===== config.mk =====
export PLATFORM = sky130hd
export DESIGN_NAME = ird_decoder
export DESIGN_NICKNAME = d
export VERILOG_FILES = /design/src/core/ird_pkg.sv /design/src/core/ird_decoder.sv /design/src/core/ird_hist_mem.sv
export VERILOG_INCLUDE_DIRS = /design/src /design/src/core
export SDC_FILE = /design/constraint.sdc
export NUM_CORES = 1
export LEC_CHECK = 0
export BUFFER_PORTS_ARGS = -buffer_cell sky130_fd_sc_hd__buf_2
export CAP_MARGIN = 30
export CELL_PAD_IN_SITES_DETAIL_PLACEMENT = 0
export CELL_PAD_IN_SITES_GLOBAL_PLACEMENT = 2
export CORE_ASPECT_RATIO = 0.5
export CORE_MARGIN = 4
export CORE_UTILIZATION = 40
export CTS_CLUSTER_DIAMETER = 120
export DETAILED_ROUTE_END_ITERATION = 16
export PLACE_DENSITY_LB_ADDON = 0.1
export SKIP_LAST_GASP = 1
export SLEW_MARGIN = 5
export SYNTH_ARGS = -nofsm -noshare
export SYNTH_HDL_FRONTEND = slang
export SYNTH_SLANG_ARGS = --single-unit

===== constraint.sdc =====
create_clock -name mclk_i -period 4.9 [get_ports mclk_i]
set_clock_uncertainty 0.05 [all_clocks]
set_input_delay 0 -clock mclk_i [delete_from_list [all_inputs] [get_ports mclk_i]]
set_output_delay 0 -clock mclk_i [all_outputs]
set_load 0.05 [all_outputs]

===== src/core/ird_consts.svh =====
// constants for the interrupt request decoder
`ifndef IRD_CONSTS_SVH
`define IRD_CONSTS_SVH

`define IRD_ADDR_ID_HI      31
`define IRD_ADDR_ID_LO      20
`define IRD_INTR_ID         12'hfee
`define IRD_ADDR_HND_HI     19
`define IRD_ADDR_HND_LO     5
`define IRD_ADDR_FMT_BIT    4
`define IRD_ADDR_SIV_BIT    3
`define IRD_ADDR_HND15_BIT  2
`define IRD_FAULT_RSVD      8'h20
`define IRD_FAULT_NONE      8'h00

`define IRD_REG_CTRL        12'h000
`define IRD_REG_STAT        12'h004
`define IRD_REG_COUNT       12'h008
`define IRD_REG_LAST        12'h00c
`define IRD_CTRL_REMAP_EN   0
`define IRD_STAT_REMAP_EN   0
`define IRD_STAT_BLOCKED    1
`define IRD_HIST_DEPTH      8
`define IRD_HIST_AW         3

`endif


===== src/core/ird_pkg.sv =====
// types for the interrupt request decoder
package ird_pkg;
  typedef enum logic [1:0] {
    IRD_FMT_NONE   = 2'h0,
    IRD_FMT_COMPAT = 2'h1,
    IRD_FMT_REMAP  = 2'h3,
    IRD_FMT_SELF   = 2'h2
  } ird_fmt_t;
endpackage


===== src/core/ird_decoder.sv =====
// upstream interrupt write decoder with apb control
// Behaviour
// - address bits 31:20 equal fee means interrupt
// - own fault and completion interrupts bypass remapping
// - address bit 4 clear means compatibility
// - address bit 4 set means remappable
// - primary index from bits 19:5 and 2
// - address bit 3 is secondary index valid
// - address bits 1:0 ignored
// - data 15:0 secondary index when valid
// - data 31:16 must be zero when valid
// - pcie msi origin id is requester id
// - bridged requests may alias to bridge bus
// - legacy bridge id used, no isolation
// - table index is primary plus optional secondary
// - nonzero reserved bits block, reason 20h
// - remapping disabled forces compatibility format
`include "ird_consts.svh"

module ird_decoder (
  // clock and reset
  input  wire logic                 mclk_i,
  input  wire logic                 nrst_i,
  // apb slave
  input  wire logic                 psel_i,
  input  wire logic                 penable_i,
  input  wire logic                 pwrite_i,
  input  wire logic [11:0]          paddr_i,
  input  wire logic [31:0]          pwdata_i,
  output logic      [31:0]          prdata_o,
  output logic                      pready_o,
  output logic                      pslverr_o,
  // upstream write
  input  wire logic                 wr_valid_i,
  input  wire logic                 wr_dword_i,
  input  wire logic                 wr_self_i,
  input  wire logic [31:0]          wr_addr_i,
  input  wire logic [31:0]          wr_data_i,
  input  wire logic [15:0]          wr_requester_id_i,
  // decoded request
  output logic                      irq_valid_o,
  output ird_pkg::ird_fmt_t         irq_fmt_o,
  output logic [15:0]               primary_index_o,
  output logic                      secondary_index_valid_o,
  output logic [15:0]               secondary_index_o,
  output logic [15:0]               table_index_o,
  output logic [15:0]               requester_origin_id_o,
  output logic                      blocked_o,
  output logic [7:0]                fault_reason_o,
  output logic                      mem_wr_valid_o,
  output logic                      remap_enabled_status_o
);
  logic                        remap_en_r;
  logic                        is_irq;
  logic                        fmt_remap;
  logic                        siv;
  logic [15:0]                 prim;
  logic [15:0]                 sec;
  logic                        rsvd_bad;
  ird_pkg::ird_fmt_t           fmt_nxt;
  logic [31:0]                 count_r;
  logic                        blocked_seen_r;
  logic [`IRD_HIST_AW-1:0]     hist_wp_r;
  logic [31:0]                 hist_rdata;
  logic                        apb_acc;

  // decode of the incoming write
  assign is_irq = wr_valid_i && wr_dword_i &&
    (wr_addr_i[`IRD_ADDR_ID_HI:`IRD_ADDR_ID_LO] == `IRD_INTR_ID);
  // disabled remapping forces compatibility
  assign fmt_remap = remap_en_r && wr_addr_i[`IRD_ADDR_FMT_BIT];
  assign siv = wr_addr_i[`IRD_ADDR_SIV_BIT];
  // bits 1:0 never read
  assign prim = {wr_addr_i[`IRD_ADDR_HND15_BIT],
                 wr_addr_i[`IRD_ADDR_HND_HI:`IRD_ADDR_HND_LO]};
  assign sec = siv ? wr_data_i[15:0] : 16'h0;
  assign rsvd_bad = siv && (wr_data_i[31:16] != 16'h0);

  always_comb begin
    if (wr_self_i) begin
      fmt_nxt = ird_pkg::IRD_FMT_SELF;
    end else if (fmt_remap) begin
      fmt_nxt = ird_pkg::IRD_FMT_REMAP;
    end else begin
      fmt_nxt = ird_pkg::IRD_FMT_COMPAT;
    end
  end

  // decoded request outputs
  always_ff @(posedge mclk_i or negedge nrst_i) begin
    if (!nrst_i) begin
      irq_valid_o             <= 1'b0;
      irq_fmt_o               <= ird_pkg::IRD_FMT_NONE;
      primary_index_o         <= 16'h0;
      secondary_index_valid_o <= 1'b0;
      secondary_index_o       <= 16'h0;
      table_index_o           <= 16'h0;
      requester_origin_id_o   <= 16'h0;
      blocked_o               <= 1'b0;
      fault_reason_o          <= `IRD_FAULT_NONE;
    end else begin
      irq_valid_o <= is_irq;
      if (is_irq) begin
        irq_fmt_o <= fmt_nxt;
        // id passed through untouched, aliasing behind bridges kept
        requester_origin_id_o <= wr_requester_id_i;
        if (fmt_nxt == ird_pkg::IRD_FMT_REMAP) begin
          primary_index_o         <= prim;
          secondary_index_valid_o <= siv;
          secondary_index_o       <= sec;
          table_index_o           <= prim + sec;
          blocked_o               <= rsvd_bad;
          fault_reason_o          <= rsvd_bad ? `IRD_FAULT_RSVD
                                              : `IRD_FAULT_NONE;
        end else begin
          primary_index_o         <= 16'h0;
          secondary_index_valid_o <= 1'b0;
          secondary_index_o       <= 16'h0;
          table_index_o           <= 16'h0;
          blocked_o               <= 1'b0;
          fault_reason_o          <= `IRD_FAULT_NONE;
        end
      end
    end
  end

  // ordinary memory writes pass on
  always_ff @(posedge mclk_i or negedge nrst_i) begin
    if (!nrst_i) begin
      mem_wr_valid_o <= 1'b0;
    end else begin
      mem_wr_valid_o <= wr_valid_i && !is_irq;
    end
  end

  // apb access phase; reads and writes both take one wait state
  assign apb_acc = psel_i && penable_i && pready_o;

  always_ff @(posedge mclk_i or negedge nrst_i) begin
    if (!nrst_i) begin
      remap_en_r <= 1'b0;
    end else if (apb_acc && pwrite_i && paddr_i == `IRD_REG_CTRL) begin
      remap_en_r <= pwdata_i[`IRD_CTRL_REMAP_EN];
    end
  end

  always_ff @(posedge mclk_i or negedge nrst_i) begin
    if (!nrst_i) begin
      remap_enabled_status_o <= 1'b0;
    end else begin
      remap_enabled_status_o <= remap_en_r;
    end
  end

  // request counter and sticky blocked flag, set wins over clear
  always_ff @(posedge mclk_i or negedge nrst_i) begin
    if (!nrst_i) begin
      count_r        <= 32'h0;
      blocked_seen_r <= 1'b0;
    end else begin
      if (is_irq) begin
        count_r <= count_r + 32'h1;
      end
      if (is_irq && fmt_nxt == ird_pkg::IRD_FMT_REMAP && rsvd_bad) begin
        blocked_seen_r <= 1'b1;
      end else if (apb_acc && pwrite_i && paddr_i == `IRD_REG_STAT &&
                   pwdata_i[`IRD_STAT_BLOCKED]) begin
        blocked_seen_r <= 1'b0;
      end
    end
  end

  // history of computed indices
  always_ff @(posedge mclk_i or negedge nrst_i) begin
    if (!nrst_i) begin
      hist_wp_r <= '0;
    end else if (is_irq && fmt_nxt == ird_pkg::IRD_FMT_REMAP) begin
      hist_wp_r <= hist_wp_r + 3'h1;
    end
  end

  ird_hist_mem u_hist (
    .mclk_i  (mclk_i),
    .nrst_i  (nrst_i),
    .we_i    (is_irq && fmt_nxt == ird_pkg::IRD_FMT_REMAP),
    .waddr_i (hist_wp_r),
    .wdata_i ({rsvd_bad, siv, 14'h0, prim + sec}),
    .raddr_i (hist_wp_r - 3'h1),
    .rdata_o (hist_rdata)
  );

  always_ff @(posedge mclk_i or negedge nrst_i) begin
    if (!nrst_i) begin
      pready_o  <= 1'b0;
      pslverr_o <= 1'b0;
      prdata_o  <= 32'h0;
    end else if (psel_i && penable_i && !pready_o) begin
      pready_o  <= 1'b1;
      pslverr_o <= !(paddr_i == `IRD_REG_CTRL || paddr_i == `IRD_REG_STAT ||
                     paddr_i == `IRD_REG_COUNT || paddr_i == `IRD_REG_LAST);
      unique case (paddr_i)
        `IRD_REG_CTRL:  prdata_o <= {31'h0, remap_en_r};
        `IRD_REG_STAT:  prdata_o <= {30'h0, blocked_seen_r, remap_en_r};
        `IRD_REG_COUNT: prdata_o <= count_r;
        `IRD_REG_LAST:  prdata_o <= hist_rdata;
        default:        prdata_o <= 32'h0;
      endcase
    end else begin
      pready_o  <= 1'b0;
      pslverr_o <= 1'b0;
    end
  end

  // checks
  property p_irq_strobe;
    @(posedge mclk_i) disable iff (!nrst_i)
      is_irq |=> irq_valid_o;
  endproperty
  a_irq_strobe: assert property (p_irq_strobe)
    else $error("strobe missing after interrupt write");

  property p_not_irq;
    @(posedge mclk_i) disable iff (!nrst_i)
      (wr_valid_i && wr_addr_i[31:20] != 12'hfee) |=> !irq_valid_o
        && mem_wr_valid_o;
  endproperty
  a_not_irq: assert property (p_not_irq)
    else $error("non interrupt write decoded as interrupt");

  property p_self;
    @(posedge mclk_i) disable iff (!nrst_i)
      (is_irq && wr_self_i) |=> irq_fmt_o == ird_pkg::IRD_FMT_SELF;
  endproperty
  a_self: assert property (p_self)
    else $error("own interrupt was remapped");

  property p_compat;
    @(posedge mclk_i) disable iff (!nrst_i)
      (is_irq && !wr_self_i && !wr_addr_i[4]) |=>
        irq_fmt_o == ird_pkg::IRD_FMT_COMPAT;
  endproperty
  a_compat: assert property (p_compat)
    else $error("bit 4 clear not compatibility");

  property p_disabled;
    @(posedge mclk_i) disable iff (!nrst_i)
      (is_irq && !wr_self_i && !remap_en_r) |=>
        irq_fmt_o == ird_pkg::IRD_FMT_COMPAT;
  endproperty
  a_disabled: assert property (p_disabled)
    else $error("remappable format while disabled");

  property p_index;
    @(posedge mclk_i) disable iff (!nrst_i)
      (is_irq && fmt_nxt == ird_pkg::IRD_FMT_REMAP) |=>
        primary_index_o == {$past(wr_addr_i[2]), $past(wr_addr_i[19:5])}
        && table_index_o == primary_index_o + secondary_index_o;
  endproperty
  a_index: assert property (p_index)
    else $error("index assembly wrong");

  property p_sec;
    @(posedge mclk_i) disable iff (!nrst_i)
      (is_irq && fmt_nxt == ird_pkg::IRD_FMT_REMAP && !wr_addr_i[3]) |=>
        secondary_index_o == 16'h0 && !blocked_o;
  endproperty
  a_sec: assert property (p_sec)
    else $error("data used without valid flag");

  property p_block;
    @(posedge mclk_i) disable iff (!nrst_i)
      (is_irq && fmt_nxt == ird_pkg::IRD_FMT_REMAP && wr_addr_i[3]
        && wr_data_i[31:16] != 16'h0) |=>
        blocked_o && fault_reason_o == 8'h20 ##1 blocked_seen_r;
  endproperty
  a_block: assert property (p_block)
    else $error("reserved bits not blocked");

  property p_remap;
    @(posedge mclk_i) disable iff (!nrst_i)
      (is_irq && !wr_self_i && remap_en_r && wr_addr_i[4]) |=>
        irq_fmt_o == ird_pkg::IRD_FMT_REMAP;
  endproperty
  a_remap: assert property (p_remap)
    else $error("bit 4 set not remappable");

  property p_siv;
    @(posedge mclk_i) disable iff (!nrst_i)
      (is_irq && fmt_nxt == ird_pkg::IRD_FMT_REMAP) |=>
        secondary_index_valid_o == $past(wr_addr_i[3]);
  endproperty
  a_siv: assert property (p_siv)
    else $error("valid flag not taken from bit 3");

  property p_subidx;
    @(posedge mclk_i) disable iff (!nrst_i)
      (is_irq && fmt_nxt == ird_pkg::IRD_FMT_REMAP && wr_addr_i[3]) |=>
        secondary_index_o == $past(wr_data_i[15:0]);
  endproperty
  a_subidx: assert property (p_subidx)
    else $error("secondary index not taken from data");

  property p_clean;
    @(posedge mclk_i) disable iff (!nrst_i)
      (is_irq && fmt_nxt == ird_pkg::IRD_FMT_REMAP && wr_addr_i[3]
        && wr_data_i[31:16] == 16'h0) |=>
        !blocked_o && fault_reason_o == 8'h00;
  endproperty
  a_clean: assert property (p_clean)
    else $error("clean request blocked");

  property p_origin;
    @(posedge mclk_i) disable iff (!nrst_i)
      is_irq |=> requester_origin_id_o == $past(wr_requester_id_i);
  endproperty
  a_origin: assert property (p_origin)
    else $error("origin id not passed through");

  property p_pulse;
    @(posedge mclk_i) disable iff (!nrst_i)
      !is_irq |=> !irq_valid_o && $stable(table_index_o);
  endproperty
  a_pulse: assert property (p_pulse)
    else $error("strobe or fields moved without request");

  property p_self_bypass;
    @(posedge mclk_i) disable iff (!nrst_i)
      (is_irq && wr_self_i) |=> table_index_o == 16'h0 && !blocked_o;
  endproperty
  a_self_bypass: assert property (p_self_bypass)
    else $error("own interrupt went through index logic");

  property p_mem;
    @(posedge mclk_i) disable iff (!nrst_i)
      is_irq |=> !mem_wr_valid_o;
  endproperty
  a_mem: assert property (p_mem)
    else $error("interrupt passed on as memory write");

  c_remap: cover property (@(posedge mclk_i)
    irq_valid_o && irq_fmt_o == ird_pkg::IRD_FMT_REMAP);
  c_blocked: cover property (@(posedge mclk_i) blocked_o && irq_valid_o);
  c_compat: cover property (@(posedge mclk_i)
    irq_valid_o && irq_fmt_o == ird_pkg::IRD_FMT_COMPAT);
  c_self: cover property (@(posedge mclk_i)
    irq_valid_o && irq_fmt_o == ird_pkg::IRD_FMT_SELF);
endmodule


===== src/core/ird_hist_mem.sv =====
// small history memory of decoded table indices
`include "ird_consts.svh"

module ird_hist_mem (
  input  wire logic                      mclk_i,
  input  wire logic                      nrst_i,
  input  wire logic                      we_i,
  input  wire logic [`IRD_HIST_AW-1:0]   waddr_i,
  input  wire logic [31:0]               wdata_i,
  input  wire logic [`IRD_HIST_AW-1:0]   raddr_i,
  output logic      [31:0]               rdata_o
);
  logic [31:0] mem_r [`IRD_HIST_DEPTH];

  always_ff @(posedge mclk_i) begin
    if (we_i) begin
      mem_r[waddr_i] <= wdata_i;
    end
  end

  always_ff @(posedge mclk_i or negedge nrst_i) begin
    if (!nrst_i) begin
      rdata_o <= 32'h0;
    end else begin
      rdata_o <= mem_r[raddr_i];
    end
  end
endmodule


==> impl_results.md <==
- Status: completed
- Most frequent CP cell: o211ai_1
- FF-to-FF End: u_hist.mem_r[1][2]
- Vias: ~8200
- Crit path buf inv count: 2
- NumNets Final: approximately 1300
- Via-to-Cell Ratio: approximately 5.0
- Post-synthesis sequential area ratio: between 60% and 70%
- Initial Utilization: 41.08%
- Die outline area: 34590 um^2
- Max transition margin: between 30 and 40%
- Wire length per cell: roughly 19 um
- Max_cap viols: 0
- Post-CTS sizing: 0
- DP HPWL: 20450 um
- First-pass GRT wire length: ~49000 um
- Number of flops mapped to enable cells by yosys: 144
- Synth Instances: 910
- RSZ-0062 raised after global routing: false
- Setup_tns: 0 ns
- Final hold vios: 0
- Routability cong.: about 0.76
- CP peak stage delay: ~0.7 ns
- Ant. Diodes: 0
- Drc violations: 0
- Crit path launch type: input port
- Largest net degree at the start of global routing: 69
- CP required: 5.08 ns
- Chip width: around 260 um
- GR Overflow Total: 0
- Antenna Nets Post-Route: 0
- Worst Tran Pin Value: around 0.89 ns
- Gr usage total: between 10% and 20%
- Startpoint of the worst register-to-register path: hist_wp_r[0]
- Fillers: between 2000 and 3000
- Final Slew Violations: 0
- Vias in the first global route: 8555
- Initial DRC count: 466
- Hold Crit Class: in2reg
- Minimum clock period: ~3.0 ns
- Worst setup EP type: flip-flop
- Final period util: 61.27%
- Distinct cells, synth: 53
- Row count: 45
- Worst path slowest cell: xnor2_1
- Peak supply drop: around 0.22 mV
- CP Max Fanout: 25
- Clock slew at the register clock pins of the worst setup and hold paths: 0.06 ns
- Final Power: 5.190 mW
- Hold Path Sink: prdata_o[22]
- Syn. warnings: 0
- R2R Setup Slk: approximately 2.2 ns
- Core ar.: 30690 um^2
- Critical path's top delay family: buffers and inverters
- Port Buffer Count: between 200 and 250
- TritonRoute pass-1 iters: 6
- R2R cell count: 4
- FFs w/ async S/R, synth: between 50% and 60%
- Mapped cell area: 12610 um^2
- Initial antenna violation count: 1
- Most common cell after layout, fill and taps aside: buf_2
- CTS tree: built
- Most frequent cells in the layout: buf_2, dfrtp_1, nand2_1, edfxtp_1, dlygate4sd3_1
- Critical Path AT: around 3.2 ns
- FF/Latch Area: ~8300 um^2
- Power per cell area: between 300 and 400 nW/um^2
- Root Driver: clkbuf_16
- Crit path cell chain: dlygate4sd3_1 -> buf_2 -> and2_1 -> ha_1 -> fa_1 -> a21oi_1 -> o211ai_1 -> nand3_1 -> o211ai_1 -> xnor2_1
- I/O Pins: around 250
- FF+latch count, synth: 304
- WHS Path Cells: 5
- Later-pin clock latency in the skew report: between 0.5 and 0.6 ns
- Final WL: ~31000 um
- P&R area growth vs syn: 26.18%
- Share of layout cells above drive strength 1: ~28%
- Leakage: between 6 and 7 nW
- Avg Inst Size Synth: 13.85 um^2
- Synth Flop Type: dfrtp_1
- Final setup fails: 0
- Area of the multi-input gates: 4095 um^2
- Die Span Y: ~130 um
- Min-delay src: paddr_i[2]
- Total CTS buffers: 28
- CP Class: in2reg
- Htree depth: 1
- Clock sinks: 304
- Clk buf depth: 3
- Post-CTS repair timing setup buffer count: 0
- Max Freq: ~330 MHz
## synth_stat cells, types with 5 or more instances
cell type / instances / share of area (%)
and2_1: 19 / 0.94
xnor2_1: 24 / 1.7
xor2_1: 23 / 1.6
and3_1: 7 / 0.35
buf_1: 6 / 0.18
nor3_1: 17 / 0.67
nor4_1: 9 / 0.45
o211ai_1: 5 / 0.30
a22o_1: 39 / 2.7
mux4_2: 36 / 6.4
dfrtp_1: 160 / 32
inv_1: 14 / 0.42
nor2_1: 25 / 0.74
nand4_1: 12 / 0.60
o21ai_0: 33 / 1.3
edfxtp_1: 144 / 34
mux2_2: 20 / 1.8
a22oi_1: 16 / 0.95
nand2_1: 144 / 4.3
nand3_1: 25 / 0.99
a21oi_1: 16 / 0.64
ha_1: 18 / 1.8
buf_4: 8 / 0.48
clkbuf_1: 37 / 1.1
## how the worst max path moves through the flow
stage | end | depth (start not counted) | slack, ns | start
4_1_cts | u_hist.mem_r[3][15] | 9 | 1.89 | wr_addr_i[3]
6_report | u_hist.mem_r[3][12] | 10 | 1.90 | wr_addr_i[3]
2_1_floorplan | u_hist.mem_r[2][0] | 6 | 1.36 | wr_addr_i[20]
3_3_place_gp | u_hist.mem_r[4][3] | 6 | 1.69 | wr_addr_i[20]
3_5_place_dp | u_hist.mem_r[0][15] | 8 | 1.85 | wr_addr_i[3]
5_1_grt | u_hist.mem_r[3][15] | 9 | 1.53 | wr_addr_i[3]
## per-layer routing
metal  wire (um)  global-route usage [%]  share of wire [%]  up-vias
met1       14370                   25.93                 47     4118
met5           0                       0                  0        -
met2       14320                   28.94                 47      153
met4         419                   2.665                1.4        0
li1            -                       -                  -     3924
met3        1527                   3.628                5.0       33
## area by class of cell
| cell class | count | area share [%] |
|---|---|---|
| flip-flops and latches | 304 | 52.36 |
| clock inverters | 18 | 0.9361 |
| clock buffers | 34 | 4.735 |
| inverters | 14 | 0.3304 |
| multi-input cells | 545 | 25.75 |
| repair buffers | 296 | 12.56 |
| well taps | 423 | 3.327 |
## worst reg2reg max path: stages, from the launching register on
cell     delay, ns
dfrtp_2       0.35
buf_4         0.62
nand2_1       0.47
nor3_4        0.62
buf_8         0.25
## where the power goes
group,switching (mW),internal [mW]
logic,0.205,0.113
registers,0.000715,2.72
clock network,0.947,1.20
total,1.15,4.04
## logic make-up (layout without fill, tap and decap cells)
| kind of cell | count (synthesis) | after routing | synth area share, % |
|---|---|---|---|
| other | 1 | 7 | 0.02975 |
| AOI/OAI and AO/OA | 138 | 138 | 7.901 |
| muxes | 57 | 57 | 8.298 |
| adders and majority gates | 19 | 19 | 1.945 |
| and+or+nand+nor | 277 | 277 | 10.24 |
| DFF | 304 | 304 | 66.06 |
| buffers and inverters | 67 | 362 | 2.253 |
| xor gates and xnor gates | 47 | 47 | 3.265 |
## state kept, by name, indices dropped and copies added, names as in the netlist, 3 cells and up
signal                 flops
u_hist.rdata_o            18
secondary_index_o         16
hist_wp_r                  3
primary_index_o           16
count_r                   32
table_index_o             16
requester_origin_id_o     16
u_hist.mem_r             144
prdata_o                  32
## stage by stage
step	cells	util, %	setup WS [ns]	cell area [um^2]	hold WS (ns)
final	1634	51.84	1.898	15910	0.09310
after CTS	1632	51.68	1.887	15860	0.07266
after detailed placement	1509	46.39	1.852	14240	-0.1277
after floorplan	916	-	1.359	12630	-0.3456
after global routing	1634	51.84	1.527	15910	0.1123
after global placement	1504	46.07	1.687	14140	-0.1328
## what timing repair did
item                       4_1_cts  5_1_grt
hold endpoints to repair       209        0
setup endpoints to repair        0        0
hold buffers                    71        0
(Power assumes the default switching activity.)
